$ cat config.mk
export PLATFORM = sky130hd
export DESIGN_NAME = ihbs_sequencer
export DESIGN_NICKNAME = d
export VERILOG_FILES = /design/src/logic/ihbs_pkg.sv /design/src/logic/ihbs_sequencer.sv /design/src/logic/ihbs_baud_gen.sv
export SDC_FILE = /design/constraint.sdc
export NUM_CORES = 1
export LEC_CHECK = 0
export BUFFER_PORTS_ARGS = -buffer_cell sky130_fd_sc_hd__buf_2
export CAP_MARGIN = 30
export CORE_MARGIN = 3
export CORE_UTILIZATION = 45
export DETAILED_ROUTE_END_ITERATION = 7
export GPL_TIMING_DRIVEN = 0
export SYNTH_ARGS = -nofsm -noshare
export SYNTH_HDL_FRONTEND = slang
export SYNTH_SLANG_ARGS = --single-unit
$ cat constraint.sdc
create_clock -name clk -period 3.5 [get_ports clk]
set_clock_uncertainty 0.2 [all_clocks]
set_input_delay 0.525 -clock clk [delete_from_list [all_inputs] [get_ports clk]]
set_output_delay 0.525 -clock clk [all_outputs]
set_load 0.02 [all_outputs]
$ cat src/logic/ihbs_pkg.sv
/*
 * ihbs_pkg: shared constants and carrier types of the i2c host bus
 * sequencer, a register map, field positions, reset values and the
 * packed structs for the register port and the two bus lines.
 * Assumes: the register port is 8 bits wide with byte addresses.
 */
package ihbs_pkg;

	// register offsets (byte addresses)
	localparam logic [7:0] IHBS_XFER_OFS   = 8'h00;
	localparam logic [7:0] IHBS_CTRL2_OFS  = 8'h04;
	localparam logic [7:0] IHBS_STATUS_OFS = 8'h08;
	localparam logic [7:0] IHBS_BAUD_OFS   = 8'h0c;

	// control_reg_two bit positions
	localparam int IHBS_START_BIT = 0;
	localparam int IHBS_RSTRT_BIT = 1;
	localparam int IHBS_STOP_BIT  = 2;
	localparam int IHBS_RCV_BIT   = 3;
	localparam int IHBS_ACKSQ_BIT = 4;
	localparam int IHBS_ACKDT_BIT = 5;
	localparam int IHBS_ACKST_BIT = 6;

	// status_reg bit positions (1..5 write one to clear)
	localparam int IHBS_BF_BIT   = 0;
	localparam int IHBS_SDET_BIT = 1;
	localparam int IHBS_WRITE_COLLISION_FLAG_BIT = 2;
	localparam int IHBS_OVF_BIT  = 3;
	localparam int IHBS_IRQ_BIT  = 4;
	localparam int IHBS_BCOL_BIT = 5;

	// values after reset
	localparam logic [7:0] IHBS_BAUD_RST = 8'h04;
	localparam logic [7:0] IHBS_BYTE_RST = 8'h00;
	localparam logic [4:0] IHBS_REQ_RST  = 5'h00;

	// bit counts of a byte transfer
	localparam logic [3:0] IHBS_LAST_BIT = 4'h7;
	localparam logic [3:0] IHBS_ACK_BIT  = 4'h8;

	typedef struct packed {
		logic       wr;
		logic       rd;
		logic [7:0] addr;
		logic [7:0] wdata;
	} ihbs_bus_req_type;

	typedef struct packed {
		logic scl;
		logic sda;
	} ihbs_pin_in_type;

	typedef struct packed {
		logic scl_o;
		logic scl_oe;
		logic sda_o;
		logic sda_oe;
	} ihbs_pin_out_type;

	typedef enum logic [4:0] {
		IHBS_IDLE, IHBS_ST_WAIT, IHBS_ST_HOLD,
		IHBS_RS_LOW, IHBS_RS_REL, IHBS_RS_RISE, IHBS_RS_HIGH, IHBS_RS_SDA,
		IHBS_TX_LOW, IHBS_TX_WAIT, IHBS_TX_HIGH,
		IHBS_RX_LOW, IHBS_RX_WAIT, IHBS_RX_HIGH,
		IHBS_AK_LOW, IHBS_AK_WAIT, IHBS_AK_HIGH,
		IHBS_SP_LOW, IHBS_SP_WAIT, IHBS_SP_HIGH, IHBS_SP_REL
	} ihbs_state_type;

endpackage : ihbs_pkg

$ cat src/logic/ihbs_sequencer.sv
/*
 * ihbs_sequencer: i2c host bus sequencer with start, repeated start,
 * stop, byte transmit, byte receive and acknowledge sequences.
 * Assumes: open-drain lines resolved outside; register port master on clk.
 */
// Contract
// - buffer write while busy sets collision, no store
// - sequence request bits locked until every requested sequence completes or a collision clears them
// - start with both lines high reloads generator
// - timeout pulls data low, flags start, holds
// - low lines at start: collision, abort, idle
// - repeated start ignored while another event runs
// - repeated start: clock low, release data, release clock
// - both high one period, data low, clock low
// - start flag at once, irq after timeout
// - repeated start collision on data low or clock
// - idle buffer write sets full, shifts msb first
// - clock low/high one period, data stable high
// - eighth fall clears full, releases data
// - ninth clock samples acknowledge into status
// - after ninth clock irq, suspend, clock low
// - receive request ignored unless idle
// - reception toggles clock, shifts sampled data in
// - eighth received fall loads buffer if not full, flags, idles
// - reading buffer outside a transmit clears full flag
// - full byte while buffer full sets overflow
// - released clock waits sampled high, then counts
// - ack sequence drives ack bit, one period
`timescale 1ns/100ps
module ihbs_sequencer
	import ihbs_pkg::*;
(
	input  wire logic                       clk,
	input  wire logic                       reset_n,
	input  wire ihbs_pkg::ihbs_bus_req_type bus_req,
	output logic [7:0]                      bus_rdata,
	input  wire ihbs_pkg::ihbs_pin_in_type  pin_in,
	output ihbs_pkg::ihbs_pin_out_type      pin_out
);
	import ihbs_pkg::*;

	ihbs_state_type state_r;
	ihbs_state_type state_nxt;
	logic [1:0] scl_sync_r;
	logic [1:0] sda_sync_r;
	logic       scl_s;
	logic       sda_s;
	logic       scl_drv_r;
	logic       sda_drv_r;
	logic       scl_drv_nxt;
	logic       sda_drv_nxt;
	logic [3:0] bit_r;
	logic [3:0] bit_nxt;
	logic [7:0] shift_r;
	logic [7:0] shift_nxt;
	logic [7:0] xfer_buffer_r;
	logic [7:0] baud_r;
	logic [4:0] req_r;
	logic [4:0] req_clr;
	logic       ack_data_r;
	logic       ack_status_r;
	logic       ack_status_nxt;
	logic       bf_r;
	logic       sdet_r;
	logic       write_collision_flag_r;
	logic       ovf_r;
	logic       irq_r;
	logic       bcol_r;
	logic [7:0] rdata_r;
	logic       bg_load;
	logic       bg_run;
	logic       tick;
	logic       set_sdet;
	logic       set_irq;
	logic       set_bcol;
	logic       set_ovf;
	logic       bf_clr_hw;
	logic       rx_done;

	// two-flop synchronisers on the bus lines
	always_ff @(posedge clk or negedge reset_n) begin
		if (!reset_n) begin
			scl_sync_r <= 2'h3;
			sda_sync_r <= 2'h3;
		end else begin
			scl_sync_r <= {scl_sync_r[0], pin_in.scl};
			sda_sync_r <= {sda_sync_r[0], pin_in.sda};
		end
	end
	assign scl_s = scl_sync_r[1];
	assign sda_s = sda_sync_r[1];

	// register port decode
	wire hit_xfer   = bus_req.addr == IHBS_XFER_OFS;
	wire hit_ctrl   = bus_req.addr == IHBS_CTRL2_OFS;
	wire hit_status = bus_req.addr == IHBS_STATUS_OFS;
	wire hit_baud   = bus_req.addr == IHBS_BAUD_OFS;
	wire idle_ok    = (state_r == IHBS_IDLE) && (req_r == IHBS_REQ_RST);
	wire busy       = !idle_ok;
	wire buf_wr     = bus_req.wr && hit_xfer;
	wire tx_go      = buf_wr && idle_ok;
	wire write_collision_flag_set   = buf_wr && busy;
	wire ctrl_wr_ok = bus_req.wr && hit_ctrl && idle_ok;
	wire tx_act     = (state_r == IHBS_TX_LOW) ||
	                  (state_r == IHBS_TX_WAIT) ||
	                  (state_r == IHBS_TX_HIGH);
	wire buf_rd_clr = bus_req.rd && hit_xfer && !tx_act;
	wire [4:0] w1c  = (bus_req.wr && hit_status) ? bus_req.wdata[5:1] : 5'h00;
	wire [7:0] status_word = {2'h0, bcol_r, irq_r, ovf_r, write_collision_flag_r,
	                          sdet_r, bf_r};
	wire [7:0] ctrl_word   = {1'b0, ack_status_r, ack_data_r, req_r};
	wire [7:0] rdata_nxt   = !bus_req.rd ? 8'h00 :
	                         hit_xfer    ? xfer_buffer_r :
	                         hit_ctrl    ? ctrl_word :
	                         hit_status  ? status_word :
	                         hit_baud    ? baud_r : 8'h00;

	ihbs_baud_gen #(
		.WIDTH (8)
	) u_baud (
		.clk     (clk),
		.reset_n (reset_n),
		.reload  (baud_r),
		.load    (bg_load),
		.run     (bg_run),
		.tick    (tick)
	);

	// sequencer: one bus phase per state, paced by the generator
	always_comb begin
		state_nxt      = state_r;
		scl_drv_nxt    = scl_drv_r;
		sda_drv_nxt    = sda_drv_r;
		bit_nxt        = bit_r;
		shift_nxt      = shift_r;
		ack_status_nxt = ack_status_r;
		req_clr        = 5'h00;
		bg_load        = 1'b0;
		bg_run         = 1'b1;
		set_sdet       = 1'b0;
		set_irq        = 1'b0;
		set_bcol       = 1'b0;
		set_ovf        = 1'b0;
		bf_clr_hw      = 1'b0;
		rx_done        = 1'b0;
		case (state_r)
			IHBS_IDLE: begin
				bg_run = 1'b0;
				if (tx_go) begin
					shift_nxt   = bus_req.wdata;
					bit_nxt     = 4'h0;
					scl_drv_nxt = 1'b1;
					sda_drv_nxt = !bus_req.wdata[7];
					bg_load     = 1'b1;
					state_nxt   = IHBS_TX_LOW;
				end else if (req_r[IHBS_START_BIT]) begin
					if (scl_s && sda_s) begin
						bg_load   = 1'b1;
						state_nxt = IHBS_ST_WAIT;
					end else begin
						set_bcol = 1'b1;
						req_clr  = 5'h1f;
					end
				end else if (req_r[IHBS_RSTRT_BIT]) begin
					scl_drv_nxt = 1'b1;
					state_nxt   = IHBS_RS_LOW;
				end else if (req_r[IHBS_STOP_BIT]) begin
					scl_drv_nxt = 1'b1;
					sda_drv_nxt = 1'b1;
					bg_load     = 1'b1;
					state_nxt   = IHBS_SP_LOW;
				end else if (req_r[IHBS_RCV_BIT]) begin
					scl_drv_nxt = 1'b1;
					sda_drv_nxt = 1'b0;
					bit_nxt     = 4'h0;
					bg_load     = 1'b1;
					state_nxt   = IHBS_RX_LOW;
				end else if (req_r[IHBS_ACKSQ_BIT]) begin
					scl_drv_nxt = 1'b1;
					sda_drv_nxt = !ack_data_r;
					bg_load     = 1'b1;
					state_nxt   = IHBS_AK_LOW;
				end
			end
			IHBS_ST_WAIT: begin
				if (!scl_s) begin
					set_bcol  = 1'b1;
					req_clr   = 5'h1f;
					state_nxt = IHBS_IDLE;
				end else if (tick && sda_s) begin
					sda_drv_nxt = 1'b1;
					set_sdet    = 1'b1;
					state_nxt   = IHBS_ST_HOLD;
				end
			end
			IHBS_ST_HOLD: if (tick) begin
				req_clr[IHBS_START_BIT] = 1'b1;
				set_irq   = 1'b1;
				state_nxt = IHBS_IDLE;
			end
			IHBS_RS_LOW: begin
				bg_run = 1'b0;
				if (!scl_s) begin
					sda_drv_nxt = 1'b0;
					bg_load     = 1'b1;
					state_nxt   = IHBS_RS_REL;
				end
			end
			IHBS_RS_REL: if (tick) begin
				if (sda_s) begin
					scl_drv_nxt = 1'b0;
					state_nxt   = IHBS_RS_RISE;
				end else begin
					set_bcol    = 1'b1;
					req_clr     = 5'h1f;
					scl_drv_nxt = 1'b0;
					state_nxt   = IHBS_IDLE;
				end
			end
			IHBS_RS_RISE: begin
				bg_run = 1'b0;
				if (scl_s && !sda_s) begin
					set_bcol  = 1'b1;
					req_clr   = 5'h1f;
					state_nxt = IHBS_IDLE;
				end else if (scl_s) begin
					bg_load   = 1'b1;
					state_nxt = IHBS_RS_HIGH;
				end
			end
			IHBS_RS_HIGH: begin
				if (!scl_s || !sda_s) begin
					set_bcol  = 1'b1;
					req_clr   = 5'h1f;
					state_nxt = IHBS_IDLE;
				end else if (tick) begin
					sda_drv_nxt = 1'b1;
					set_sdet    = 1'b1;
					state_nxt   = IHBS_RS_SDA;
				end
			end
			IHBS_RS_SDA: if (tick) begin
				scl_drv_nxt = 1'b1;
				req_clr[IHBS_RSTRT_BIT] = 1'b1;
				set_irq   = 1'b1;
				state_nxt = IHBS_IDLE;
			end
			IHBS_TX_LOW: if (tick) begin
				scl_drv_nxt = 1'b0;
				state_nxt   = IHBS_TX_WAIT;
			end
			IHBS_TX_WAIT: begin
				bg_run = 1'b0;
				if (scl_s) begin
					bg_load   = 1'b1;
					state_nxt = IHBS_TX_HIGH;
					if (bit_r == IHBS_ACK_BIT) begin
						ack_status_nxt = sda_s;
					end
				end
			end
			IHBS_TX_HIGH: if (tick) begin
				scl_drv_nxt = 1'b1;
				state_nxt   = IHBS_TX_LOW;
				if (bit_r == IHBS_ACK_BIT) begin
					set_irq   = 1'b1;
					state_nxt = IHBS_IDLE;
				end else if (bit_r == IHBS_LAST_BIT) begin
					bf_clr_hw   = 1'b1;
					sda_drv_nxt = 1'b0;
					bit_nxt     = IHBS_ACK_BIT;
				end else begin
					shift_nxt   = {shift_r[6:0], 1'b0};
					sda_drv_nxt = !shift_r[6];
					bit_nxt     = bit_r + 4'h1;
				end
			end
			IHBS_RX_LOW: if (tick) begin
				scl_drv_nxt = 1'b0;
				state_nxt   = IHBS_RX_WAIT;
			end
			IHBS_RX_WAIT: begin
				bg_run = 1'b0;
				if (scl_s) begin
					shift_nxt = {shift_r[6:0], sda_s};
					bg_load   = 1'b1;
					state_nxt = IHBS_RX_HIGH;
				end
			end
			IHBS_RX_HIGH: if (tick) begin
				scl_drv_nxt = 1'b1;
				state_nxt   = IHBS_RX_LOW;
				bit_nxt     = bit_r + 4'h1;
				if (bit_r == IHBS_LAST_BIT) begin
					rx_done = 1'b1;
					set_ovf = bf_r;
					set_irq = 1'b1;
					req_clr[IHBS_RCV_BIT] = 1'b1;
					state_nxt = IHBS_IDLE;
				end
			end
			IHBS_AK_LOW: if (tick) begin
				scl_drv_nxt = 1'b0;
				state_nxt   = IHBS_AK_WAIT;
			end
			IHBS_AK_WAIT: begin
				bg_run = 1'b0;
				if (scl_s) begin
					bg_load   = 1'b1;
					state_nxt = IHBS_AK_HIGH;
				end
			end
			IHBS_AK_HIGH: if (tick) begin
				scl_drv_nxt = 1'b1;
				sda_drv_nxt = 1'b0;
				req_clr[IHBS_ACKSQ_BIT] = 1'b1;
				set_irq   = 1'b1;
				state_nxt = IHBS_IDLE;
			end
			IHBS_SP_LOW: if (tick) begin
				scl_drv_nxt = 1'b0;
				state_nxt   = IHBS_SP_WAIT;
			end
			IHBS_SP_WAIT: begin
				bg_run = 1'b0;
				if (scl_s) begin
					bg_load   = 1'b1;
					state_nxt = IHBS_SP_HIGH;
				end
			end
			IHBS_SP_HIGH: if (tick) begin
				sda_drv_nxt = 1'b0;
				state_nxt   = IHBS_SP_REL;
			end
			IHBS_SP_REL: if (tick) begin
				req_clr[IHBS_STOP_BIT] = 1'b1;
				set_irq   = 1'b1;
				state_nxt = IHBS_IDLE;
			end
			default: state_nxt = IHBS_IDLE;
		endcase
		if (set_bcol) begin
			scl_drv_nxt = 1'b0;
			sda_drv_nxt = 1'b0;
			bf_clr_hw   = 1'b1;
		end
	end

	// flags: hardware set wins over software clear
	wire [4:0] req_nxt = ctrl_wr_ok ? bus_req.wdata[4:0] : (req_r & ~req_clr);
	wire bf_nxt   = (bf_r & ~(bf_clr_hw | buf_rd_clr)) | tx_go | rx_done;
	wire sdet_nxt = (sdet_r & ~w1c[0]) | set_sdet;
	wire write_collision_flag_nxt = (write_collision_flag_r & ~w1c[1]) | write_collision_flag_set;
	wire ovf_nxt  = (ovf_r  & ~w1c[2]) | set_ovf;
	wire irq_nxt  = (irq_r  & ~w1c[3]) | set_irq;
	wire bcol_nxt = (bcol_r & ~w1c[4]) | set_bcol;
	wire [7:0] buf_nxt = tx_go             ? bus_req.wdata :
	                     (rx_done && !bf_r) ? shift_r : xfer_buffer_r;

	// sequencer and line registers
	always_ff @(posedge clk or negedge reset_n) begin
		if (!reset_n) begin
			state_r      <= IHBS_IDLE;
			scl_drv_r    <= 1'b0;
			sda_drv_r    <= 1'b0;
			bit_r        <= 4'h0;
			shift_r      <= IHBS_BYTE_RST;
			ack_status_r <= 1'b0;
		end else begin
			state_r      <= state_nxt;
			scl_drv_r    <= scl_drv_nxt;
			sda_drv_r    <= sda_drv_nxt;
			bit_r        <= bit_nxt;
			shift_r      <= shift_nxt;
			ack_status_r <= ack_status_nxt;
		end
	end

	// software-visible registers
	always_ff @(posedge clk or negedge reset_n) begin
		if (!reset_n) begin
			xfer_buffer_r <= IHBS_BYTE_RST;
			baud_r        <= IHBS_BAUD_RST;
			req_r         <= IHBS_REQ_RST;
			ack_data_r    <= 1'b0;
			{bf_r, sdet_r, write_collision_flag_r, ovf_r, irq_r, bcol_r} <= 6'h00;
			rdata_r       <= 8'h00;
		end else begin
			xfer_buffer_r <= buf_nxt;
			req_r         <= req_nxt;
			{bf_r, sdet_r, write_collision_flag_r, ovf_r, irq_r, bcol_r} <=
				{bf_nxt, sdet_nxt, write_collision_flag_nxt, ovf_nxt, irq_nxt, bcol_nxt};
			rdata_r       <= rdata_nxt;
			if (bus_req.wr && hit_baud) begin
				baud_r <= bus_req.wdata;
			end
			if (bus_req.wr && hit_ctrl) begin
				ack_data_r <= bus_req.wdata[IHBS_ACKDT_BIT];
			end
		end
	end

	// open-drain outputs: enable high means pulling low
	assign pin_out   = '{scl_o: 1'b0, scl_oe: scl_drv_r,
	                     sda_o: 1'b0, sda_oe: sda_drv_r};
	assign bus_rdata = rdata_r;
endmodule : ihbs_sequencer

$ cat src/logic/ihbs_baud_gen.sv
/*
 * ihbs_baud_gen: reloadable down counter that paces each timed bus phase; held while the sequencer waits on the clock line.
 * Assumes: load and run come from the sequencer on the same clock.
 */
`timescale 1ns/100ps
module ihbs_baud_gen #(
	parameter int WIDTH = 8
) (
	input  wire logic             clk,
	input  wire logic             reset_n,
	input  wire logic [WIDTH-1:0] reload,
	input  wire logic             load,
	input  wire logic             run,
	output logic                  tick
);
	logic [WIDTH-1:0] cnt_r;
	logic [WIDTH-1:0] cnt_nxt;

	// one period is reload+1 cycles; rollover reloads by itself
	assign tick    = run && !load && (cnt_r == '0);
	assign cnt_nxt = load ? reload :
	                 tick ? reload :
	                 run  ? cnt_r - 1'b1 : cnt_r;

	// counter register
	always_ff @(posedge clk or negedge reset_n) begin
		if (!reset_n) begin
			cnt_r <= '0;
		end else begin
			cnt_r <= cnt_nxt;
		end
	end
endmodule : ihbs_baud_gen

# Word-level counts from Yosys, hierarchy flattened
# Cells that the tools add are included.
[op_classes]
bitwise = 22
addsub = 2
muxes = 135
n_eq_ne = 66
n_reduce_logical = 49
[op_table]
columns = ["op", "n"]
rows = [
  ["two-way mux 5 bit", 37],
  ["two-way mux 8 bit", 15],
  ["one-hot mux 5 bit (18 select lines)", 1],
  ["two-way mux 1 bit", 57],
  ["two-way mux 4 bit", 11],
  ["!= test 3 bit, second input constant", 14],
  ["equality test 5 x 4 -> 1 bit, second input constant", 8],
  ["one-hot mux 1 bit (6 select lines)", 6],
  ["!= test 2 bit, second input constant", 16],
  ["equality test 5 bit, second input constant", 5],
  ["one-hot mux 8 bit (3 select lines)", 1],
  ["equality test 5 x 3 -> 1 bit, second input constant", 4],
  ["AND reduction 19 bit", 1],
  ["equality test 8 x 4 -> 1 bit, second input constant", 2],
  ["logical AND 1 bit", 16],
  ["logical NOT 8 bit", 2],
  ["!= test 7 bit, second input constant", 2],
  ["!= test 3 x 1 -> 1 bit, second input constant", 4],
  ["one-hot mux 4 bit (3 select lines)", 1],
  ["AND reduction 12 bit", 1],
  ["OR reduction 4 bit", 3],
  ["equality test 5 x 2 -> 1 bit, second input constant", 2],
  ["logical NOT 5 bit", 2],
  ["logical NOT 1 bit", 9],
  ["32 further kinds", 54],
]
[totals]
out_inout_bits = 12
ff_bits = 68

# Logic depth before layout (Yosys ltp)
[logic_depth]
ltp_word = 18
ltp_mapped = 9
ltp_nobuf = 8

# By module
# A second synthesis with hierarchy kept.
[hier_totals]
hier_cells = 532
area_unflattened_um2 = 4631.9
[by_module_without_submodules]
columns = ["mod", "instances", "area_each_um2", "seq_area_each_um2", "cells_per_inst"]
rows = [
  ["ihbs_sequencer", 1, 4038.9, 1507.7, 468],
  ["ihbs_baud_gen", 1, 593.1, 200.2, 64],
]

# Worst setup path after synthesis
# No wires, ideal clock.
[synth_timing]
path_kind = "in2reg"
from = "input bus_req[9] in the netlist's numbering"
to = "register shift_r[0]"
cell_stages = 5
required_ns = 3.175
path_buffers = 0
path_slack_ns = 0.822
t_arrival_ns = 2.353
cell_sequence = "or4_4 -> nor4_4 -> nand2_4 -> a221oi_4 -> mux2_2"
[synth_between]
elab_chain_len = 10
[synth_rtl]
columns = ["item", "line_no", "source"]
rows = [
  ["start, declared", "ihbs_sequencer.sv:35", "input wire ihbs_pkg::ihbs_bus_req_type bus_req,"],
  ["logical NOT 8 bit *", "ihbs_sequencer.sv:94", "wire hit_xfer = bus_req.addr == IHBS_XFER_OFS;"],
  ["logical AND 1 bit *", "ihbs_sequencer.sv:100", "wire buf_wr = bus_req.wr && hit_xfer;"],
  ["logical AND 1 bit *", "ihbs_sequencer.sv:101", "wire tx_go = buf_wr && idle_ok;"],
  ["two-way mux 1 bit", "ihbs_sequencer.sv:149", "if (tx_go) begin"],
  ["one-hot mux 1 bit (4 select lines)", "ihbs_sequencer.sv:146", "case (state_r)"],
  ["logical NOT 1 bit", "ihbs_baud_gen.sv:20", "assign tick = run && !load && (cnt_r == '0);"],
  ["logical AND 1 bit (2 in series)", "ihbs_baud_gen.sv:20", ""],
  ["!= test 2 bit (no source line)", "n/a", ""],
  ["AND reduction 6 bit (no source line) *", "n/a", ""],
  ["end signal, assigned", "ihbs_sequencer.sv:374", "shift_r <= shift_nxt;"],
  ["end, declared", "ihbs_sequencer.sv:54", "logic [7:0] shift_r;"],
]
# Every way passes the cells marked *; elsewhere a longest branch is shown, timed or not.
# A chain may end at the register's enable or synchronous reset.

# Worst setup path after layout
[layout_timing]
from = "register state_r[0]"
to = "register scl_drv_r"
[layout_between]
elab_chain_len = 12
[layout_rtl]
columns = ["item", "line_no", "source"]
rows = [
  ["start, declared", "ihbs_sequencer.sv:42", "ihbs_state_type state_r;"],
  ["start signal, assigned", "ihbs_sequencer.sv:370", "state_r <= state_nxt;"],
  ["logical NOT 5 bit", "ihbs_sequencer.sv:98, ihbs_sequencer.sv:146", ""],
  ["logical AND 1 bit", "ihbs_sequencer.sv:98", "wire idle_ok = (state_r == IHBS_IDLE) && (req_r == IHBS_REQ_RST);"],
  ["logical AND 1 bit", "ihbs_sequencer.sv:101", ""],
  ["two-way mux 1 bit", "ihbs_sequencer.sv:149", ""],
  ["one-hot mux 1 bit (4 select lines)", "ihbs_sequencer.sv:146", ""],
  ["logical NOT 1 bit", "ihbs_baud_gen.sv:20", ""],
  ["logical AND 1 bit (2 in series)", "ihbs_baud_gen.sv:20", ""],
  ["two-way mux 1 bit", "ihbs_sequencer.sv:209", "IHBS_RS_REL: if (tick) begin"],
  ["one-hot mux 1 bit (5 select lines)", "ihbs_sequencer.sv:146", ""],
  ["!= test 7 bit (no source line), or another cell as far along", "n/a", ""],
  ["AND reduction 5 bit (no source line)", "n/a", ""],
  ["end signal, assigned", "ihbs_sequencer.sv:371", "scl_drv_r <= scl_drv_nxt;"],
  ["end, declared", "ihbs_sequencer.sv:48", "logic scl_drv_r;"],
]
# Parallel ways exist; a longest one is shown, timed or not.

==> out/results.ini <==
[power_and_ir_drop]
swShare=0.4551
p_leak_nw=2.115
p_int_w=0.002198
fin_total_pwr_w=0.004033
peakVddDrop_v=0.0003616
power_switching_w=0.001835
seqPwrFrac=0.272
power_frac_comb=0.566
clkPwrFrac=0.162
power_density_nw_per_um2=816.2

[global_route]
met2_usage=0.3698
antenna_found_initial=0
met3_usage=0.05940
grt_pass1_vias=3990
met1_usage=0.3674
grt_usage=0.2532
top_usage_layer=met2
grt_first_pass_wirelength_um=22060
overflow=0
grt_max_degree=69

[floorplan]
dieHeight_um=105.2
fp-row-count=35
core_sq_um=9415
start_util=0.4706
die_x_um=105.2
die-area_sq_um=11070
ios=34

[clocking]
numCtsBuffers=9
clk_path_buf_depth=2
post_cts_resized=0
cts_root_buffer=clkbuf_8
clock_sinks=68
post-cts-setup-buffers=0
cts_tree=done
htreeDepth=3
clkLatencyLatePin_ns=0.35
hold_buffers=0
clk_pin_slew_ns=0.08

[route]
vias=4232
viasPerCell=6.364
routed_wl_um=13890
drt_iter0_drc=476
drc_errors=0
ant_nets=0
dr.pass1.iters=5
wl_per_cell_um=20.89

[finish]
area_delta_synth_final_pct=11.52
final_nets=556
final_common_cell=dfrtp_1
drive_above_1_share=0.2071
n_fill_cell=904
multi_input_area_sq_um=2532
postLayoutCellArea_sq_um=4941
mostFrequentLayoutCells=dfrtp_1 (63), nand2_1 (50), nor2_1 (45), buf_2 (40), o21ai_0 (33)
n_antenna_cell=0
regArea_sq_um=1708

[worst_setup_path]
crit_family=compound AO/OA/AOI/OAI gates
cp_data_required_time_ns=3.54
worst_r2r_path_depth=7
path_cells=buf_2 > clkbuf_1 > nor2_2 > nand2_1 > a2111oi_1 > a21oi_1 > a32o_1
end_kind=flip-flop
reg2reg_to=scl_drv_r
cp.arrival_ns=3.07
crit_path_top_delay_cell=a2111oi_1
slowest_delay_ns=0.74
cp_num_buf_inv=2
crit_path_start_kind=flip-flop
r2r_slack_ns=0.47
r2r_start=state_r[0]
criticalPathCategory=flip-flop to flip-flop
critPathMaxFanout=10

[timing]
hold_viol_final=0
fmax_ghz=0.3300
tns_ns=0
setup_ws_ns=0.4697
setup_viol=0
fin_crit_ns=3.030
max_slew.worst_pin.slew_ns=0.9057
drv_slew=0
finalCritPeriodShare=0.8658
rsz0062_at_grt=false
max_slew_margin=0.3916

[synthesis]
syn_inst=489
ys.flop_type=dfrtp_1
avgSynthCellArea_sq_um=9.060
seq_area_frac_synth=0.3855
netlist_area_sq_um=4430
synth-seq-cells=68
synthArstFlopShare=1.000
yosysWarnings=0
synth.distinct_cells=77
synth_edf_count=0

[place]
numPortBuffers=30
pre_cts_slack_ns=0.4632
hpwl_um=10120
dpl-instance-area_sq_um=4748
gp_congestion=0.9825

[status]
outcome=completed

[hold_path]
hp-class=input pin to asynchronous set/reset pin

[flow_run]
maxCapViolCount=0

## cell usage after synthesis (3+ instances only)
library cell | instances | area (sq um)
dfrtp_1 | 63 | 1577
nand2_1 | 50 | 187.7
nor2_1 | 45 | 168.9
o21ai_0 | 33 | 165.2
mux2_2 | 29 | 326.6
a21oi_1 | 19 | 95.09
a31oi_1 | 15 | 93.84
nor3_1 | 15 | 75.07
nand3_1 | 14 | 70.07
buf_2 | 11 | 55.05
clkbuf_1 | 11 | 41.29
inv_1 | 11 | 41.29
mux2i_1 | 11 | 110.1
or3_1 | 8 | 50.05
a211oi_1 | 7 | 52.55
a2111oi_0 | 6 | 52.55
a22o_1 | 6 | 52.55
buf_4 | 6 | 45.04
nor2b_1 | 6 | 37.54
o211ai_1 | 6 | 45.04
and2_1 | 5 | 31.28
dfstp_2 | 5 | 131.4
nand3b_1 | 5 | 37.54
nor3b_1 | 5 | 37.54
nand2b_1 | 4 | 25.02
nand4_1 | 4 | 25.02
nor4_1 | 4 | 25.02
o21a_1 | 4 | 30.03
o22a_1 | 4 | 35.03
o22ai_1 | 4 | 25.02
a21o_1 | 3 | 22.52
a32o_1 | 3 | 30.03
ha_1 | 3 | 37.54
o31ai_1 | 3 | 22.52
or2_2 | 3 | 18.77
xnor2_1 | 3 | 26.28
xor2_1 | 3 | 26.28
## power groups by stage
stage	Clock [W]	Combinational, W	Sequential, W
CTS	0.000666	0.00222	0.00110
global placement	0	0.00222	0.00111
finish	0.000653	0.00228	0.00110
floorplan	0	0.00168	0.00107
detailed placement	0	0.00221	0.00111
global route	0.000699	0.00246	0.00112
## state kept, by name, indices dropped and copies added (netlist names), 2 cells and up
name           flops
bus_rdata          8
scl_sync_r         2
bit_r              4
u_baud.cnt_r       8
baud_r             8
xfer_buffer_r      8
sda_sync_r         2
shift_r            8
req_r              5
state_r            5
## layout make-up
type                            instances  share of cell area
Multi-Input combinational cell        380              0.5125
Clock buffer                           10             0.02583
Buffer                                 30             0.03013
Tap cell                              129             0.03267
Clock inverter                          6             0.01317
Timing Repair Buffer                   30             0.03089
Sequential cell                        68              0.3457
Inverter                               12            0.009116
## worst register-to-register path: cells and delay by family (launching register included)
kind            cells  cell delay (ns)
compound gates      3             1.26
simple gates        2             0.68
buf+inv             2             0.43
flops               1             0.36
## kinds of logic (layout without fill, tap and decap cells)
kind of cell / count (synthesis) / in the layout / share of synthesized area
multiplexers: 40 / 40 / 0.09856
adder cells (fa/ha/maj): 3 / 3 / 0.008473
buffers and inverters: 42 / 88 / 0.04377
other: 1 / 2 / 0.0008464
AND/OR/NAND/NOR: 182 / 182 / 0.2124
flip-flops: 68 / 68 / 0.3855
AO/OA/AOI/OAI: 147 / 147 / 0.2386
XOR/XNOR: 6 / 6 / 0.01186
## metal layers
metal / up-vias / part of all wire
met3: 35 / 0.10
met4: 0 / 0.028
met1: 2020 / 0.43
li1: 1926 / -
met2: 251 / 0.44
met5: - / 0
## worst max-delay path by stage
stage	to	depth (start not counted)	from
3_5_place_dp	shift_r[4]	6	bus_req[9]
2_1_floorplan	shift_r[0]	5	bus_req[9]
6_report	scl_drv_r	7	state_r[0]
5_1_grt	scl_drv_r	7	state_r[0]
4_1_cts	scl_drv_r	7	state_r[0]
3_3_place_gp	shift_r[5]	6	bus_req[9]
## stage by stage
step	hold WS [ns]	std cells	utilization
final	0.04523	665	0.5248
after global routing	0.04352	665	0.5248
after CTS	0.05547	665	0.5248
after detailed placement	0.1472	649	0.5043
after global placement	0.1455	649	0.5041
after floorplan	0.02941	490	-
Note: power is estimated with default switching activity, not from simulation.
